## src/ebs_pkg.sv

```systemverilog
// Package for the external bus cycle phase sequencer.
// Assumes one clock at the CPU rate; one phase tick is one clock period.
package ebs_pkg;
    // Timing configuration field layout (per chip select)
    localparam int AB_POS = 0;
    localparam int AB_W = 1;
    localparam int C_POS = 1;
    localparam int C_W = 2;
    localparam int D_POS = 3;
    localparam int E_POS = 4;
    localparam int E_W = 5;
    localparam int F_POS = 9;
    localparam int F_W = 2;
    localparam int EXT_POS = 11;
    localparam int EXT_W = 2;
    localparam int CFG_W = 13;
    localparam int NUM_CS = 4;
    localparam int CS_W = 2;
    localparam int ADDR_W = 24;
    localparam int DATA_W = 16;
    localparam int REQ_W = 45;
    localparam int FIFO_DEPTH = 4;
    localparam int CNT_W = 5;
    // Reset values
    localparam logic [ADDR_W-1:0] ADDR_RST = 24'h000000;
    localparam logic [DATA_W-1:0] DATA_RST = 16'h0000;
    localparam logic [CNT_W-1:0] CNT_RST = 5'h00;
    localparam logic [CS_W-1:0] CS_RST = 2'h0;

    typedef enum logic [5:0] {
        EBS_IDLE = 6'h01,
        EBS_AB = 6'h02,
        EBS_C = 6'h04,
        EBS_D = 6'h08,
        EBS_E = 6'h10,
        EBS_F = 6'h20
    } ebs_phase_type;
endpackage

```

## src/ebs_fifo.sv

```systemverilog
// Request FIFO in front of the phase sequencer.
// Assumes one clock and an asynchronous active-high reset.
`timescale 1ns/1ns
`default_nettype none
module ebs_fifo
#(
    parameter int WIDTH = 8,
    parameter int DEPTH = 4
)
(
    input wire logic clk_in,
    input wire logic rst_in,
    input wire logic in_valid_in,
    output logic in_ready_out,
    input wire logic [WIDTH-1:0] in_data_in,
    output logic out_valid_out,
    input wire logic out_ready_in,
    output logic [WIDTH-1:0] out_data_out
);
    localparam int PW = $clog2(DEPTH);
    logic [WIDTH-1:0] mem [DEPTH];
    logic [PW-1:0] wr_ff;
    logic [PW-1:0] rd_ff;
    logic [PW:0] cnt_ff;
    logic push;
    logic pop;

    // Honest flags straight from the count
    assign in_ready_out = (cnt_ff != DEPTH[PW:0]);
    assign out_valid_out = (cnt_ff != '0);
    assign out_data_out = mem[rd_ff];
    assign push = in_valid_in && in_ready_out;
    assign pop = out_valid_out && out_ready_in;

    // Storage needs no reset
    always_ff @(posedge clk_in)
    begin
        if (push)
            mem[wr_ff] <= in_data_in;
    end

    // Pointers wrap because depth is a power of two
    always_ff @(posedge clk_in or posedge rst_in)
    begin
        if (rst_in)
        begin
            wr_ff <= '0;
            rd_ff <= '0;
            cnt_ff <= '0;
        end
        else
        begin
            if (push)
                wr_ff <= wr_ff + 1'b1;
            if (pop)
                rd_ff <= rd_ff + 1'b1;
            if (push && !pop)
                cnt_ff <= cnt_ff + 1'b1;
            else if (pop && !push)
                cnt_ff <= cnt_ff - 1'b1;
        end
    end
endmodule
`default_nettype wire

```

## src/ebs_sequencer.sv

```systemverilog
// External bus cycle phase sequencer: requests queue in a FIFO, then each
// cycle runs address setup, command delay if nonzero, data setup if enabled, access, hold if nonzero.
// Assumes requests and read data are synchronous to clk_in.
`timescale 1ns/1ns
`default_nettype none
module ebs_sequencer
import ebs_pkg::*;
(
    input wire logic clk_in,
    input wire logic rst_in,
    input wire logic [NUM_CS*CFG_W-1:0] chip_select_timing_config_in,
    input wire logic mux_mode_in,
    input wire logic req_valid_in,
    output logic req_ready_out,
    input wire logic [CS_W-1:0] req_cs_in,
    input wire logic [ADDR_W-1:0] req_addr_in,
    input wire logic req_write_in,
    input wire logic [1:0] req_be_in,
    input wire logic [DATA_W-1:0] req_wdata_in,
    output logic rsp_valid_out,
    output logic [DATA_W-1:0] rsp_rdata_out,
    output logic [ADDR_W-1:0] addr_out,
    output logic ale_out,
    output logic rd_n_out,
    output logic wr_n_out,
    output logic high_byte_enable_n_out,
    output logic [NUM_CS-1:0] cs_n_out,
    input wire logic [DATA_W-1:0] data_in,
    output logic [DATA_W-1:0] data_out,
    output logic data_oe_out,
    output logic busy_out
);
    typedef struct packed {
        ebs_phase_type phase;
        logic [CNT_W-1:0] cnt;
        logic [CFG_W-1:0] cfg;
        logic [CS_W-1:0] cs;
        logic [CS_W-1:0] last_cs;
        logic have_last;
        logic write;
        logic [ADDR_W-1:0] addr;
        logic [DATA_W-1:0] wdata;
        logic ale;
        logic rd_n;
        logic wr_n;
        logic hi_en_n;
        logic [NUM_CS-1:0] cs_n;
        logic oe;
        logic [DATA_W-1:0] dout;
        logic rsp;
        logic [DATA_W-1:0] rdata;
        logic busy;
    } ebs_state_type;

    ebs_state_type st_ff;
    ebs_state_type nxt_st;
    logic q_valid;
    logic q_take;
    logic [REQ_W-1:0] q_data;
    logic [REQ_W-1:0] in_word;

    // Config field extract, used once when a cycle leaves idle
    function automatic logic [CFG_W-1:0] cfg_of(
        input logic [NUM_CS*CFG_W-1:0] all,
        input logic [CS_W-1:0] sel
    );
        cfg_of = all[sel*CFG_W +: CFG_W];
    endfunction

    // Depth-4 queue decouples the CPU from long external cycles
    assign in_word = {req_cs_in, req_addr_in, req_write_in, req_be_in,
        req_wdata_in};
    ebs_fifo #(.WIDTH(REQ_W), .DEPTH(FIFO_DEPTH)) u_fifo (
        .clk_in(clk_in),
        .rst_in(rst_in),
        .in_valid_in(req_valid_in),
        .in_ready_out(req_ready_out),
        .in_data_in(in_word),
        .out_valid_out(q_valid),
        .out_ready_in(q_take),
        .out_data_out(q_data)
    );
    assign q_take = (st_ff.phase == EBS_IDLE) && q_valid;

    // Next-state logic for the whole cycle
    always_comb
    begin
        logic [CNT_W-1:0] ab_len;
        logic [CFG_W-1:0] c;
        logic [CS_W-1:0] ncs;
        logic [CNT_W-1:0] len_c;
        logic [CNT_W-1:0] len_f;
        logic to_d;
        logic to_e;
        logic to_idle;
        ab_len = CNT_RST;
        len_c = CNT_W'(st_ff.cfg[C_POS +: C_W]);
        len_f = CNT_W'(st_ff.cfg[F_POS +: F_W]);
        to_d = 1'b0;
        to_e = 1'b0;
        to_idle = 1'b0;
        c = cfg_of(chip_select_timing_config_in, q_data[REQ_W-1 -: CS_W]);
        ncs = q_data[REQ_W-1 -: CS_W];
        nxt_st = st_ff;
        nxt_st.rsp = 1'b0;
        unique case (st_ff.phase)
            EBS_IDLE:
            begin
                if (q_valid)
                begin
                    // Latch config once per cycle so mid-cycle edits are safe
                    nxt_st.cfg = c;
                    nxt_st.cs = ncs;
                    nxt_st.addr = q_data[DATA_W+3 +: ADDR_W];
                    nxt_st.write = q_data[DATA_W+2];
                    nxt_st.hi_en_n = ~q_data[DATA_W+1];
                    nxt_st.wdata = q_data[DATA_W-1:0];
                    ab_len = CNT_W'(c[AB_POS +: AB_W]) + 5'h01;
                    if (st_ff.have_last && st_ff.last_cs != ncs)
                        ab_len = ab_len + CNT_W'(c[EXT_POS +: EXT_W]);
                    nxt_st.cnt = ab_len - 5'h01;
                    nxt_st.phase = EBS_AB;
                    nxt_st.ale = 1'b1;
                    nxt_st.cs_n = ~(NUM_CS'(1) << ncs);
                    nxt_st.oe = mux_mode_in;
                    nxt_st.dout = mux_mode_in ?
                        q_data[DATA_W+3 +: DATA_W] : DATA_RST;
                    nxt_st.last_cs = ncs;
                    nxt_st.have_last = 1'b1;
                    nxt_st.busy = 1'b1;
                end
            end
            EBS_AB:
            begin
                if (st_ff.cnt != CNT_RST)
                    nxt_st.cnt = st_ff.cnt - 5'h01;
                else
                begin
                    nxt_st.ale = 1'b0;
                    nxt_st.oe = 1'b0;
                    // A zero command delay skips the phase entirely
                    if (len_c != CNT_RST)
                    begin
                        nxt_st.phase = EBS_C;
                        nxt_st.cnt = len_c - 5'h01;
                    end
                    else
                        to_d = 1'b1;
                end
            end
            EBS_C:
            begin
                if (st_ff.cnt != CNT_RST)
                    nxt_st.cnt = st_ff.cnt - 5'h01;
                else
                    to_d = 1'b1;
            end
            // Setup phase is always exactly one period
            EBS_D:
                to_e = 1'b1;
            EBS_E:
            begin
                if (st_ff.cnt != CNT_RST)
                    nxt_st.cnt = st_ff.cnt - 5'h01;
                else
                begin
                    // Capture on the edge that releases the strobe
                    if (!st_ff.write)
                    begin
                        nxt_st.rdata = data_in;
                        nxt_st.rsp = 1'b1;
                    end
                    nxt_st.rd_n = 1'b1;
                    nxt_st.wr_n = 1'b1;
                    // A zero hold ends the cycle on this same edge
                    if (len_f != CNT_RST)
                    begin
                        nxt_st.phase = EBS_F;
                        nxt_st.cnt = len_f - 5'h01;
                    end
                    else
                        to_idle = 1'b1;
                end
            end
            EBS_F:
            begin
                if (st_ff.cnt != CNT_RST)
                    nxt_st.cnt = st_ff.cnt - 5'h01;
                else
                    to_idle = 1'b1;
            end
            default:
                to_idle = 1'b1;
        endcase
        // Shared phase entries, so zero-length phases fall through
        if (to_d && st_ff.cfg[D_POS])
        begin
            // Write data setup or mux turnaround, one period
            nxt_st.phase = EBS_D;
            nxt_st.oe = st_ff.write;
            nxt_st.dout = st_ff.wdata;
        end
        else if (to_d || to_e)
        begin
            nxt_st.phase = EBS_E;
            nxt_st.cnt = CNT_W'(st_ff.cfg[E_POS +: E_W]);
            nxt_st.rd_n = st_ff.write;
            nxt_st.wr_n = ~st_ff.write;
            nxt_st.oe = st_ff.write;
            nxt_st.dout = st_ff.wdata;
        end
        if (to_idle)
        begin
            nxt_st.phase = EBS_IDLE;
            nxt_st.busy = 1'b0;
            nxt_st.oe = 1'b0;
            nxt_st.cs_n = '1;
            if (st_ff.write)
                nxt_st.rsp = 1'b1;
        end
    end

    // State register
    always_ff @(posedge clk_in or posedge rst_in)
    begin
        if (rst_in)
        begin
            st_ff.phase <= EBS_IDLE;
            st_ff.cnt <= CNT_RST;
            st_ff.cfg <= '0;
            st_ff.cs <= CS_RST;
            st_ff.last_cs <= CS_RST;
            st_ff.have_last <= 1'b0;
            st_ff.write <= 1'b0;
            st_ff.addr <= ADDR_RST;
            st_ff.wdata <= DATA_RST;
            st_ff.ale <= 1'b0;
            st_ff.rd_n <= 1'b1;
            st_ff.wr_n <= 1'b1;
            st_ff.hi_en_n <= 1'b1;
            st_ff.cs_n <= '1;
            st_ff.oe <= 1'b0;
            st_ff.dout <= DATA_RST;
            st_ff.rsp <= 1'b0;
            st_ff.rdata <= DATA_RST;
            st_ff.busy <= 1'b0;
        end
        else
            st_ff <= nxt_st;
    end

    assign addr_out = st_ff.addr;
    assign ale_out = st_ff.ale;
    assign rd_n_out = st_ff.rd_n;
    assign wr_n_out = st_ff.wr_n;
    assign high_byte_enable_n_out = st_ff.hi_en_n;
    assign cs_n_out = st_ff.cs_n;
    assign data_out = st_ff.dout;
    assign data_oe_out = st_ff.oe;
    assign rsp_valid_out = st_ff.rsp;
    assign rsp_rdata_out = st_ff.rdata;
    assign busy_out = st_ff.busy;

    // Cycle length counter, for checking only
    logic [6:0] len_ff;
    always_ff @(posedge clk_in or posedge rst_in)
    begin
        if (rst_in)
            len_ff <= 7'h00;
        else if (st_ff.phase == EBS_IDLE)
            len_ff <= 7'h00;
        else
            len_ff <= len_ff + 7'h01;
    end
endmodule
`default_nettype wire

```

## config.mk

```make
export PLATFORM = sky130hd
export DESIGN_NAME = ebs_sequencer
export DESIGN_NICKNAME = d
export VERILOG_FILES = /design/src/ebs_pkg.sv /design/src/ebs_fifo.sv /design/src/ebs_sequencer.sv
export SDC_FILE = /design/constraint.sdc
export NUM_CORES = 1
export LEC_CHECK = 0
export ABC_AREA = 1
export BUFFER_PORTS_ARGS = -buffer_cell sky130_fd_sc_hd__buf_2
export CELL_PAD_IN_SITES_DETAIL_PLACEMENT = 1
export CELL_PAD_IN_SITES_GLOBAL_PLACEMENT = 1
export CORE_AREA = 5 5 132 228
export CTS_CLUSTER_DIAMETER = 80
export DETAILED_ROUTE_END_ITERATION = 7
export DIE_AREA = 0 0 137 233
export GPL_TIMING_DRIVEN = 0
export PLACE_DENSITY = 0.84
export SKIP_LAST_GASP = 1
export SLEW_MARGIN = 15
export SYNTH_ARGS = -nofsm -noshare
export SYNTH_HDL_FRONTEND = slang
export SYNTH_SLANG_ARGS = --single-unit
```

## constraint.sdc

```tcl
create_clock -name clk_in -period 5.9 [get_ports clk_in]
set_input_delay 0.295 -clock clk_in [delete_from_list [all_inputs] [get_ports clk_in]]
set_output_delay 0.295 -clock clk_in [all_outputs]
set_load 0.01 [all_outputs]
```

=== Yosys cells after proc, flatten, opt, wreduce, memory -nomap -nowiden ===
Memories as Yosys holds them, arrays and structs flattened.
Cells that the tools add are included.

* $add $sub $neg: 10
* Multipliers: 1
* Equal/unequal tests: 15
* Shift-type cells: 2
* Multiplexer cells: 51
* Bitwise gates (word level): 4
* Reductions and logical operators: 31

{| class="wikitable"
|+ Operators with widths
! kind !! number
|-
| 2-to-1 mux 17 bit || 5
|-
| 2-to-1 mux 71 bit || 1
|-
| indexed part select 52 x 7 -> 13 bit || 1
|-
| 2-to-1 mux 5 bit || 7
|-
| 2-to-1 mux 11 bit || 3
|-
| 2-to-1 mux 16 bit || 2
|-
| 2-to-1 mux 6 bit || 4
|-
| 2-to-1 mux 21 bit || 1
|-
| inequality test 5 bit (second input constant) || 4
|-
| case mux 5 bit (4 select lines) || 1
|-
| case mux 6 bit (3 select lines) || 1
|-
| 2-to-1 mux 1 bit || 14
|-
| nonzero test 2 bit || 6
|-
| nonzero test 5 bit || 2
|-
| subtractor 5 x 1 -> 5 bit (second input constant) || 2
|-
| 2-to-1 mux 3 bit || 3
|-
| AND reduction 3 bit || 3
|-
| nonzero test 3 bit || 3
|-
| 2-to-1 mux 2 bit || 4
|-
| logical AND 1 bit || 7
|-
| equality test 6 x 1 -> 1 bit (second input constant) || 1
|-
| equality test 6 x 2 -> 1 bit (second input constant) || 1
|-
| equality test 6 x 3 -> 1 bit (second input constant) || 1
|-
| equality test 6 x 4 -> 1 bit (second input constant) || 1
|-
| other kinds (26) || 36
|}

* Bits in registers: 118
* Memory bits (writable): 180
* Word-level logic and storage cells: 136
* Memories kept: 1

{| class="wikitable"
|+ Memory list
! memory !! words !! width !! rd ports !! clocked after memory_dff !! wr ports !! RTL line !! source
|-
| u_fifo.mem || 4 || 45 || 1 || 0 || 1 || ebs_fifo.sv:21 || <nowiki>logic [WIDTH-1:0] mem [DEPTH];</nowiki>
|}

=== Longest topological paths before layout ===
Gate-level depths: netlist (run 1).
An unclocked memory read counts as a cell.

* Depth after elaboration: 14
* Mapped depth: 22

=== Cells and area by module ===
Synthesis (run 1) repeated with hierarchy kept, for this count alone.

* Cell total of the unflattened synthesis: 1,286
* Area, all modules: 13,917.1 um^2

{| class="wikitable"
|+ Modules (own cells, without submodules)
! module !! times used !! cells each !! area each (um^2)
|-
| ebs_fifo || 1 || 584 || 8,120.3
|-
| ebs_sequencer || 1 || 702 || 5,796.8
|}

=== Worst setup path after synthesis (run 1) ===
OpenSTA, ideal clock, no wires.

* Path type: register to register
* From: register u_fifo.cnt_ff[0]
* To: memory u_fifo.mem[0][0] (netlist name) (enable)
* Setup time: 0.446 ns
* Arrival time: 2.591 ns
* Required time: 5.454 ns
* Setup slack: 2.863 ns
* Stages on the path, launching flop included: 5
* Buffers on the path: 0
* Period minus slack after synthesis: 3.037 ns
* Cell sequence: dfrtp_1 nor2_1 nand2_1 nand2_1 nor2_1

* Word-level cells in the longest chain between the ends: 4

{| class="wikitable"
|+ RTL lines
! item !! RTL line !! source
|-
| start: declaration || ebs_fifo.sv:24 || <nowiki>logic [PW:0] cnt_ff;</nowiki>
|-
| start signal: assignment || ebs_fifo.sv:58 || <nowiki>cnt_ff <= cnt_ff + 1'b1;</nowiki>
|-
| start signal: assignment || ebs_fifo.sv:60 || <nowiki>cnt_ff <= cnt_ff - 1'b1;</nowiki>
|-
| inequality test 3 bit || ebs_fifo.sv:29 || <nowiki>assign in_ready_out = (cnt_ff != DEPTH[PW:0]);</nowiki>
|-
| net req_ready_out || ebs_sequencer.sv:14 || <nowiki>output logic req_ready_out,</nowiki>
|-
| logical AND 1 bit || ebs_fifo.sv:32 || <nowiki>assign push = in_valid_in && in_ready_out;</nowiki>
|-
| 2-to-1 mux 1 bit || ebs_fifo.sv:38 || <nowiki>if (push)</nowiki>
|-
| 2-to-1 mux 1 bit (not written as such) || ebs_fifo.sv:39 || <nowiki>mem[wr_ff] <= in_data_in;</nowiki>
|-
| end: declaration || ebs_fifo.sv:21 ||
|}

The timed path passes the listed nets, and every way through them passes these cells.

==> results of run 1 <==
-- power by group --
| group | switching (uW) | leakage [uW] | internal (uW) |
|---|---|---|---|
| clock network | 756 | 0.000430 | 1060 |
| registers | 305 | 0.00298 | 2770 |
| logic | 2450 | 0.00331 | 1300 |
-- cells by family (layout without fill, tap and decap cells) --
| logic type | Yosys count | count (layout) |
|---|---|---|
| and+or+nand+nor | 468 | 468 |
| adders and majority gates | 12 | 12 |
| AOI/OAI and AO/OA | 195 | 195 |
| xor gates and xnor gates | 5 | 5 |
| muxes | 18 | 18 |
| DFF | 291 | 291 |
| buffers and inverters | 171 | 470 |
| other | 0 | 3 |
-- sequential cells by signal, summed over array words and instances (netlist names) --
register                count
u_fifo.rd_ff                2
cs_n_out                    4
u_fifo.mem                176
rsp_valid_out               1
data_oe_out                 1
busy_out                    1
rd_n_out                    1
data_out                   16
addr_out                   24
wr_n_out                    1
ale_out                     1
u_fifo.cnt_ff               3
st_ff                      41
u_fifo.wr_ff                2
rsp_rdata_out              16
high_byte_enable_n_out      1
-- worst reg2reg max path, delay by kind of cell (launching register included) --
| kind | cells | cell delay, ps |
|---|---|---|
| flops | 1 | 380 |
| fa+ha+maj | 3 | 940 |
| compound gates | 3 | 740 |
| buf+inv | 6 | 670 |
| simple gates | 6 | 670 |
-- layer usage --
layer / vias up / part of all wire
met5: - / 0
met4: 0 / 0.048
met3: 120 / 0.048
met2: 339 / 0.57
met1: 4940 / 0.34
li1: 4480 / -
-- area by class of cell --
cell class,instances,area share
multi-input cells,698,0.227
clock inverters,19,0.0165
repair buffers,253,0.110
clock buffers,27,0.0406
flip-flops and latches,291,0.516
diodes,3,0.000474
plain buffers,117,0.0459
inverters,54,0.0136
well taps,373,0.0295
-- cells in the final DEF (no fill, tap or decap), types with 10 or more instances in the layout --
master / n
sky130_fd_sc_hd__nand3_1: 63
sky130_fd_sc_hd__nand2_1: 178
sky130_fd_sc_hd__buf_2: 208
sky130_fd_sc_hd__nor2_1: 182
sky130_fd_sc_hd__nand2_2: 10
sky130_fd_sc_hd__clkbuf_16: 25
sky130_fd_sc_hd__inv_1: 44
sky130_fd_sc_hd__buf_4: 62
sky130_fd_sc_hd__ha_1: 10
sky130_fd_sc_hd__clkbuf_1: 23
sky130_fd_sc_hd__dlygate4sd3_1: 62
sky130_fd_sc_hd__edfxtp_1: 176
sky130_fd_sc_hd__a31oi_1: 29
sky130_fd_sc_hd__o21ai_0: 102
sky130_fd_sc_hd__a21oi_1: 16
sky130_fd_sc_hd__dfrtp_1: 107
sky130_fd_sc_hd__o22ai_1: 23
-- per-stage QoR --
stage / utilization / setup slack [ps] / instances / hold WS [ps]
5_1_grt: 0.568 / 2100 / 1835 / 34.2
6_report: 0.568 / 2410 / 1835 / 20.8
3_5_place_dp: 0.513 / 2430 / 1724 / 318
4_1_cts: 0.568 / 2350 / 1832 / 3.32
3_3_place_gp: 0.504 / 893 / 1715 / 468
2_1_floorplan: - / 2570 / 1160 / 394
-- final timing paths --
| check | from | endpoint | slack, ps | depth (start not counted) |
|---|---|---|---|---|
| worst max-delay path | u_fifo.rd_ff[0] | st_ff[104] | 2410 | 18 |
| worst min-delay path | chip_select_timing_config_in[3] | st_ff[92] | 20 | 3 |
| worst max register to register | u_fifo.rd_ff[0] | st_ff[104] | 2410 | 18 |
| worst min register to register | data_oe_out | data_oe_out | 490 | 2 |
| max in group asynchronous | rst_in | high_byte_enable_n_out | 4820 | 4 |
| min in group asynchronous | rst_in | u_fifo.wr_ff[1] | 290 | 3 |
==> run_summary.xml, run 1 <==
<?xml version="1.0" encoding="UTF-8"?>
<metrics>
  <group name="timing">
    <metric name="timing.final.hold_violations" unit="">0</metric>
    <metric name="tightestPinTransition" unit="ps">738</metric>
    <metric name="timing.final.setup_violations" unit="">0</metric>
    <metric name="grt_setup_unrepaired" unit="">no</metric>
    <metric name="slew_headroom" unit="">0.508</metric>
    <metric name="drv_slew" unit="">0</metric>
    <metric name="period_share" unit="">0.591</metric>
    <metric name="fin_worst_skew" unit="ps">14.3</metric>
    <metric name="post-route-min-period" unit="ps">3490</metric>
    <metric name="fmax" unit="MHz">287</metric>
    <metric name="final.setup.tns" unit="ps">0</metric>
  </group>
  <group name="worst_setup_path">
    <metric name="cpLargestDelayFamily" unit="">adder cells</metric>
    <metric name="cp_num_buf_inv" unit="">6</metric>
    <metric name="worst_path_max_delay_cell" unit="">sky130_fd_sc_hd__a221oi_1</metric>
    <metric name="worst_ep_arrival_time" unit="ps">3930</metric>
    <metric name="critical_path.max_stage_delay" unit="ps">500</metric>
    <metric name="path_common_cell" unit="">sky130_fd_sc_hd__inv_1</metric>
    <metric name="timing.setup.critical_path_class" unit="">register to register</metric>
    <metric name="crit_path_end_kind" unit="">register</metric>
    <metric name="cp_data_required_time" unit="ps">6340</metric>
    <metric name="cp-start-kind" unit="">register</metric>
    <metric name="cell_breakdown_of_the_critical_path" unit="">buf_6 &gt; inv_6 &gt; nand2_2 &gt; nand3_1 &gt; nand2_2 &gt; nand2_1 &gt; inv_1 &gt; buf_2 &gt; a221oi_1 &gt; fa_1 &gt; nand3b_1 &gt; nand2_1 &gt; inv_1 &gt; ha_1 &gt; ha_1 &gt; o22ai_1 &gt; o22ai_1 &gt; inv_1</metric>
    <metric name="timing.critical_path.fanout_max" unit="">10</metric>
  </group>
  <group name="min_path">
    <metric name="holdCritPathClass" unit="">input port to register</metric>
  </group>
  <group name="synth">
    <metric name="synth_edf_count" unit="">176</metric>
    <metric name="yosysUniqueCellTypes" unit="">52</metric>
    <metric name="post_synth_most_frequent_cells" unit="">sky130_fd_sc_hd__nor2_1, sky130_fd_sc_hd__nand2_1, sky130_fd_sc_hd__edfxtp_1, sky130_fd_sc_hd__dfrtp_1, sky130_fd_sc_hd__o21ai_0</metric>
    <metric name="synth-main-ff-cell" unit="">sky130_fd_sc_hd__edfxtp_1</metric>
    <metric name="synth_top_family_by_area" unit="">simple AND/OR/NAND/NOR gates</metric>
    <metric name="synth_top_cell_by_area" unit="">sky130_fd_sc_hd__edfxtp_1</metric>
    <metric name="netlist_area_pre_place" unit="sq um">12700</metric>
    <metric name="synth_nets" unit="">1289</metric>
    <metric name="synthTopCellsByArea" unit="">sky130_fd_sc_hd__edfxtp_1, sky130_fd_sc_hd__dfrtp_1, sky130_fd_sc_hd__nor2_1</metric>
    <metric name="postSynthRegisterBits" unit="">291</metric>
    <metric name="synth_seq_area_share" unit="">0.645</metric>
    <metric name="synth.top_cell.area_share" unit="">0.417</metric>
    <metric name="yosysMostFrequentCell" unit="">sky130_fd_sc_hd__nor2_1</metric>
    <metric name="arithmetic_cell_share_of_the_synthesized_area_counting_full_adders_half_adders_and_majority_gates" unit="">0.0130</metric>
    <metric name="synth_mux_area_frac" unit="">0.0159</metric>
    <metric name="synth_simple_gate_area_frac" unit="">0.161</metric>
    <metric name="yosys.area_share.xor_xnor" unit="">0.00345</metric>
    <metric name="ys_async_sr_fraction" unit="">0.395</metric>
    <metric name="synth-warning-count" unit="">0</metric>
    <metric name="mapped_cells" unit="">1160</metric>
    <metric name="synth_area_per_cell" unit="sq um">10.9</metric>
    <metric name="synth-compound-area-share" unit="">0.0878</metric>
  </group>
  <group name="drt">
    <metric name="detail_route.wl_per_cell" unit="um">21.4</metric>
    <metric name="vias_per_cell" unit="">5.38</metric>
    <metric name="drt_total_wl" unit="um">39300</metric>
    <metric name="drt_pre_antenna_iters" unit="">5</metric>
    <metric name="drtAntennaViolNets" unit="">0</metric>
    <metric name="remaining_drc_errors" unit="">0</metric>
    <metric name="vias" unit="">9879</metric>
    <metric name="first_iter_violations" unit="">515</metric>
  </group>
  <group name="power">
    <metric name="design_power_total" unit="uW">8640</metric>
    <metric name="max-vdd-ir-drop" unit="mV">0.248</metric>
    <metric name="powerDensity" unit="nW/um^2">545</metric>
    <metric name="leakage" unit="uW">0.00672</metric>
  </group>
  <group name="clock_network">
    <metric name="hold_buffers" unit="">62</metric>
    <metric name="clock_sink_count" unit="">291</metric>
    <metric name="cts_inserted_buffers" unit="">25</metric>
    <metric name="insertion_delay" unit="ps">550</metric>
    <metric name="cts-root-buf" unit="">sky130_fd_sc_hd__clkbuf_16</metric>
    <metric name="depth_of_the_cts_h_tree" unit="">1</metric>
    <metric name="cts.path.max_buffers" unit="">3</metric>
    <metric name="cts.repair_timing.setup_buffer_count" unit="">0</metric>
    <metric name="clock_tree_from_tritoncts" unit="">built</metric>
    <metric name="ctsResizeCount" unit="">0</metric>
    <metric name="worst_setup_hold_path_clk_slew" unit="ps">70</metric>
  </group>
  <group name="place">
    <metric name="placed_area" unit="sq um">14300</metric>
    <metric name="port-buffer-count" unit="">182</metric>
    <metric name="dp_hpwl" unit="um">28900</metric>
    <metric name="finalWeightedCongestion" unit="">0.929</metric>
  </group>
  <group name="finish">
    <metric name="share_of_layout_cells_above_drive_strength_1" unit="">0.267</metric>
    <metric name="layout.cell_area.non_filler" unit="sq um">15800</metric>
    <metric name="area_growth" unit="%">25.0</metric>
    <metric name="multi_input_area" unit="sq um">3600</metric>
    <metric name="register_area" unit="sq um">8170</metric>
    <metric name="nFillCells" unit="">3008</metric>
    <metric name="design.final.nets" unit="">1569</metric>
  </group>
  <group name="run_status">
    <metric name="result_of_the_run" unit="">finished clean</metric>
  </group>
  <group name="floorplanning">
    <metric name="fp.dieArea" unit="sq um">31900</metric>
    <metric name="floorplan.die.height" unit="um">233</metric>
    <metric name="placeableCoreArea" unit="sq um">27900</metric>
    <metric name="die_width" unit="um">137</metric>
    <metric name="floorplan.initialDensity" unit="">0.455</metric>
    <metric name="rows" unit="">81</metric>
    <metric name="io_pins" unit="">185</metric>
  </group>
  <group name="global_routing">
    <metric name="groute.layer.met1.usage" unit="">0.244</metric>
    <metric name="layer_with_the_highest_usage" unit="">met2</metric>
    <metric name="grt-ovfl-total" unit="">0</metric>
    <metric name="via_count_of_the_first_global_routing_pass" unit="">11100</metric>
    <metric name="gr-usage-met2" unit="">0.486</metric>
    <metric name="grt_max_degree" unit="">82</metric>
    <metric name="grt_antenna_before_repair" unit="">1</metric>
    <metric name="grt_first_pass_wirelength" unit="um">60000</metric>
    <metric name="groute.layer.met3.usage" unit="">0.0312</metric>
    <metric name="grtUsageTotal" unit="">0.246</metric>
  </group>
  <group name="job">
    <metric name="drv_cap" unit="">0</metric>
  </group>
</metrics>
Note: power is estimated with default switching activity, not from simulation.
==> inputs of run 2 (changes only) <==
CORE_AREA = 5 5 139 241   (was 5 5 132 228)
DIE_AREA = 0 0 144 246   (was 0 0 137 233)
PLACE_DENSITY = 0.8   (was 0.84)
clock period = 3.1 ns   (was 5.9 ns; I/O delays follow)
==> run 2 against run 1 <==
Against the previous run:
- the flow now finishes with violations (negative setup slack)
- sequential cell count is the same
- setup slack worse by 2600 ps
- highest routed layer unchanged
- largest power group unchanged
- power is 110% higher
- clock skew up 4.9 ps
==> run_summary.xml, run 2 (synthesized netlist as in run 1, its figures left out) <==
<?xml version="1.0" encoding="UTF-8"?>
<metrics>
  <group name="run_status">
    <metric name="result_of_the_run" unit="">finished, violations left</metric>
    <metric name="violations_in_the_final_reports" unit="">negative setup slack</metric>
  </group>
  <group name="floorplanning">
    <metric name="rows" unit="">86</metric>
    <metric name="floorplan.initialDensity" unit="">0.405</metric>
    <metric name="io_pins" unit="">185</metric>
    <metric name="placeableCoreArea" unit="sq um">31300</metric>
    <metric name="floorplan.die.height" unit="um">246</metric>
    <metric name="fp.dieArea" unit="sq um">35400</metric>
    <metric name="die_width" unit="um">144</metric>
  </group>
  <group name="global_routing">
    <metric name="grt_max_degree" unit="">34</metric>
    <metric name="via_count_of_the_first_global_routing_pass" unit="">11400</metric>
    <metric name="grt-ovfl-total" unit="">0</metric>
    <metric name="grtUsageTotal" unit="">0.224</metric>
    <metric name="grt_antenna_before_repair" unit="">2</metric>
    <metric name="grt_first_pass_wirelength" unit="um">61200</metric>
  </group>
  <group name="timing">
    <metric name="period_share" unit="">1.08</metric>
    <metric name="fmax" unit="MHz">300</metric>
    <metric name="layout_setup_ws" unit="ps">-235</metric>
    <metric name="timing.final.setup_violations" unit="">3</metric>
    <metric name="drv_slew" unit="">0</metric>
    <metric name="fin_worst_skew" unit="ps">19.2</metric>
    <metric name="timing.hold.ws" unit="ps">80.2</metric>
    <metric name="slew_headroom" unit="">0.418</metric>
    <metric name="timing.final.hold_violations" unit="">0</metric>
    <metric name="post-route-min-period" unit="ps">3340</metric>
    <metric name="grt_setup_unrepaired" unit="">yes</metric>
    <metric name="tightestPinTransition" unit="ps">872</metric>
  </group>
  <group name="drt">
    <metric name="remaining_drc_errors" unit="">0</metric>
    <metric name="vias_per_cell" unit="">5.46</metric>
    <metric name="first_iter_violations" unit="">601</metric>
    <metric name="vias" unit="">10400</metric>
    <metric name="drtAntennaViolNets" unit="">0</metric>
    <metric name="detail_route.wl_per_cell" unit="um">23.2</metric>
    <metric name="drt_pre_antenna_iters" unit="">5</metric>
    <metric name="drt_total_wl" unit="um">44000</metric>
  </group>
  <group name="worst_setup_path">
    <metric name="timing.setup.critical_path_class" unit="">register to register</metric>
    <metric name="timing.critical_path.fanout_max" unit="">7</metric>
    <metric name="worst_ep_arrival_time" unit="ps">3780</metric>
    <metric name="worst-r2r-cell-count" unit="">19</metric>
    <metric name="critical_path.reg2reg.startpoint" unit="">u_fifo.rd_ff[0]</metric>
    <metric name="cp_data_required_time" unit="ps">3540</metric>
    <metric name="crit_path_end_kind" unit="">register</metric>
    <metric name="worstSetupStartpoint" unit="">u_fifo.rd_ff[0]</metric>
    <metric name="setup.reg_to_reg.worst_slack" unit="ps">-240</metric>
    <metric name="cp-start-kind" unit="">register</metric>
  </group>
  <group name="finish">
    <metric name="area_growth" unit="%">30.0</metric>
    <metric name="final_core_utilization" unit="">0.526</metric>
    <metric name="registers.top_by_ff_count" unit="">u_fifo.mem</metric>
    <metric name="share_of_layout_cells_above_drive_strength_1" unit="">0.295</metric>
    <metric name="design.final.nets" unit="">1609</metric>
    <metric name="layout.cells.most_common" unit="">sky130_fd_sc_hd__buf_2</metric>
    <metric name="layout_common_cells" unit="">sky130_fd_sc_hd__buf_2, sky130_fd_sc_hd__nor2_1, sky130_fd_sc_hd__edfxtp_1</metric>
    <metric name="nFillCells" unit="">3378</metric>
    <metric name="largest_register_ff_count" unit="">176</metric>
  </group>
  <group name="clock_network">
    <metric name="cts-root-buf" unit="">sky130_fd_sc_hd__clkbuf_16</metric>
    <metric name="worst_setup_hold_path_clk_slew" unit="ps">70</metric>
    <metric name="clock_tree_from_tritoncts" unit="">built</metric>
    <metric name="depth_of_the_cts_h_tree" unit="">1</metric>
    <metric name="cts_inserted_buffers" unit="">26</metric>
    <metric name="insertion_delay" unit="ps">560</metric>
    <metric name="clock_sink_count" unit="">291</metric>
    <metric name="cts.path.max_buffers" unit="">3</metric>
  </group>
  <group name="power">
    <metric name="netSwitchingPower" unit="uW">7380</metric>
    <metric name="share_seq_of_total_power" unit="">0.330</metric>
    <metric name="cellInternalPower" unit="uW">10400</metric>
    <metric name="netSwitchingFraction" unit="">0.415</metric>
    <metric name="max-vdd-ir-drop" unit="mV">0.500</metric>
    <metric name="p_clk_frac" unit="">0.194</metric>
    <metric name="design_power_total" unit="uW">17800</metric>
    <metric name="powerDensity" unit="nW/um^2">1080</metric>
    <metric name="share_comb_of_total_power" unit="">0.476</metric>
    <metric name="leakage" unit="uW">0.00694</metric>
  </group>
  <group name="place">
    <metric name="finalWeightedCongestion" unit="">0.863</metric>
    <metric name="dp_hpwl" unit="um">28800</metric>
    <metric name="port-buffer-count" unit="">182</metric>
  </group>
  <group name="min_path">
    <metric name="hold_path_depth" unit="">5</metric>
    <metric name="holdCritPathClass" unit="">input port to register</metric>
    <metric name="holdCritStartpoint" unit="">chip_select_timing_config_in[7]</metric>
  </group>
  <group name="job">
    <metric name="drv_cap" unit="">0</metric>
  </group>
</metrics>
## run 2: power by group through the flow
stage                     Sequential, uW  Combinational [uW]  Clock, uW
after floorplan                     5720                4490          0
after global placement              5890                6440          0
after detailed placement            5880                7010          0
after CTS                           5820                7600       3450
after global routing                5940                9140       3630
final                               5870                8480       3450
## run 2: metrics by stage
stage	instance area [sq um]	setup WS [ps]	setup TNS (ps)	cells
final	16500	-235	-398	1898
after global routing	16500	-323	-776	1898
after CTS	16200	4.81	0	1886
after global placement	14100	-1690	-287260	1738
after floorplan	12700	63.1	0	1160
after detailed placement	14400	-336	-798	1749
## run 2: final cells by class
type,count,area (sq um),area share
inverters,54,221,0.0134
plain buffers,117,746,0.0453
repair buffers,292,2130,0.129
multi-input cells,698,3810,0.231
diodes,2,5.00,0.000304
clock buffers,32,704,0.0428
well taps,396,495,0.0301
clock inverters,16,193,0.0117
flip-flops and latches,291,8170,0.496
## run 2: routing by layer
layer / up-vias / wire, um / GRT usage
met1: 5187 / 14600 / 0.220
met2: 446 / 24600 / 0.440
li1: 4555 / - / -
met3: 173 / 2380 / 0.0285
met4: 0 / 2410 / 0.114
met5: - / 0 / 0
## run 2: path summary, 6_finish.rpt
check	endpoint
min reg2reg	addr_out[9]
min	st_ff[96]
max	st_ff[104]
max in group asynchronous	cs_n_out[2]
max reg2reg	st_ff[104]
min in group asynchronous	addr_out[9]
## run 2: what timing repair did
action / 4_1_cts / 5_1_grt
gates resized for setup: 19 / 38
hold buffers: 82 / 0
endpoints found under the setup margin: 3 / 3
hold endpoints to repair: 226 / 0
pin swaps: 8 / 25
setup buffers: 7 / 10
cloned: 0 / 0
## run 2: worst max-delay path, cell delays in order, from the launching register on
cell and delay [ps]:
sky130_fd_sc_hd__dfrtp_1 390, sky130_fd_sc_hd__buf_6 160, sky130_fd_sc_hd__clkinv_8 90, sky130_fd_sc_hd__nand2_4 70, sky130_fd_sc_hd__nand3_4 80, sky130_fd_sc_hd__nand2_4 70
sky130_fd_sc_hd__buf_4 140, sky130_fd_sc_hd__nand2_2 110, sky130_fd_sc_hd__inv_2 70, sky130_fd_sc_hd__buf_6 120, sky130_fd_sc_hd__a221oi_4 310, sky130_fd_sc_hd__fa_1 460
sky130_fd_sc_hd__nand3b_1 220, sky130_fd_sc_hd__nand2_1 120, sky130_fd_sc_hd__inv_2 50, sky130_fd_sc_hd__ha_4 160, sky130_fd_sc_hd__ha_4 260, sky130_fd_sc_hd__o22ai_2 60
sky130_fd_sc_hd__o22ai_1 170, sky130_fd_sc_hd__inv_1 70
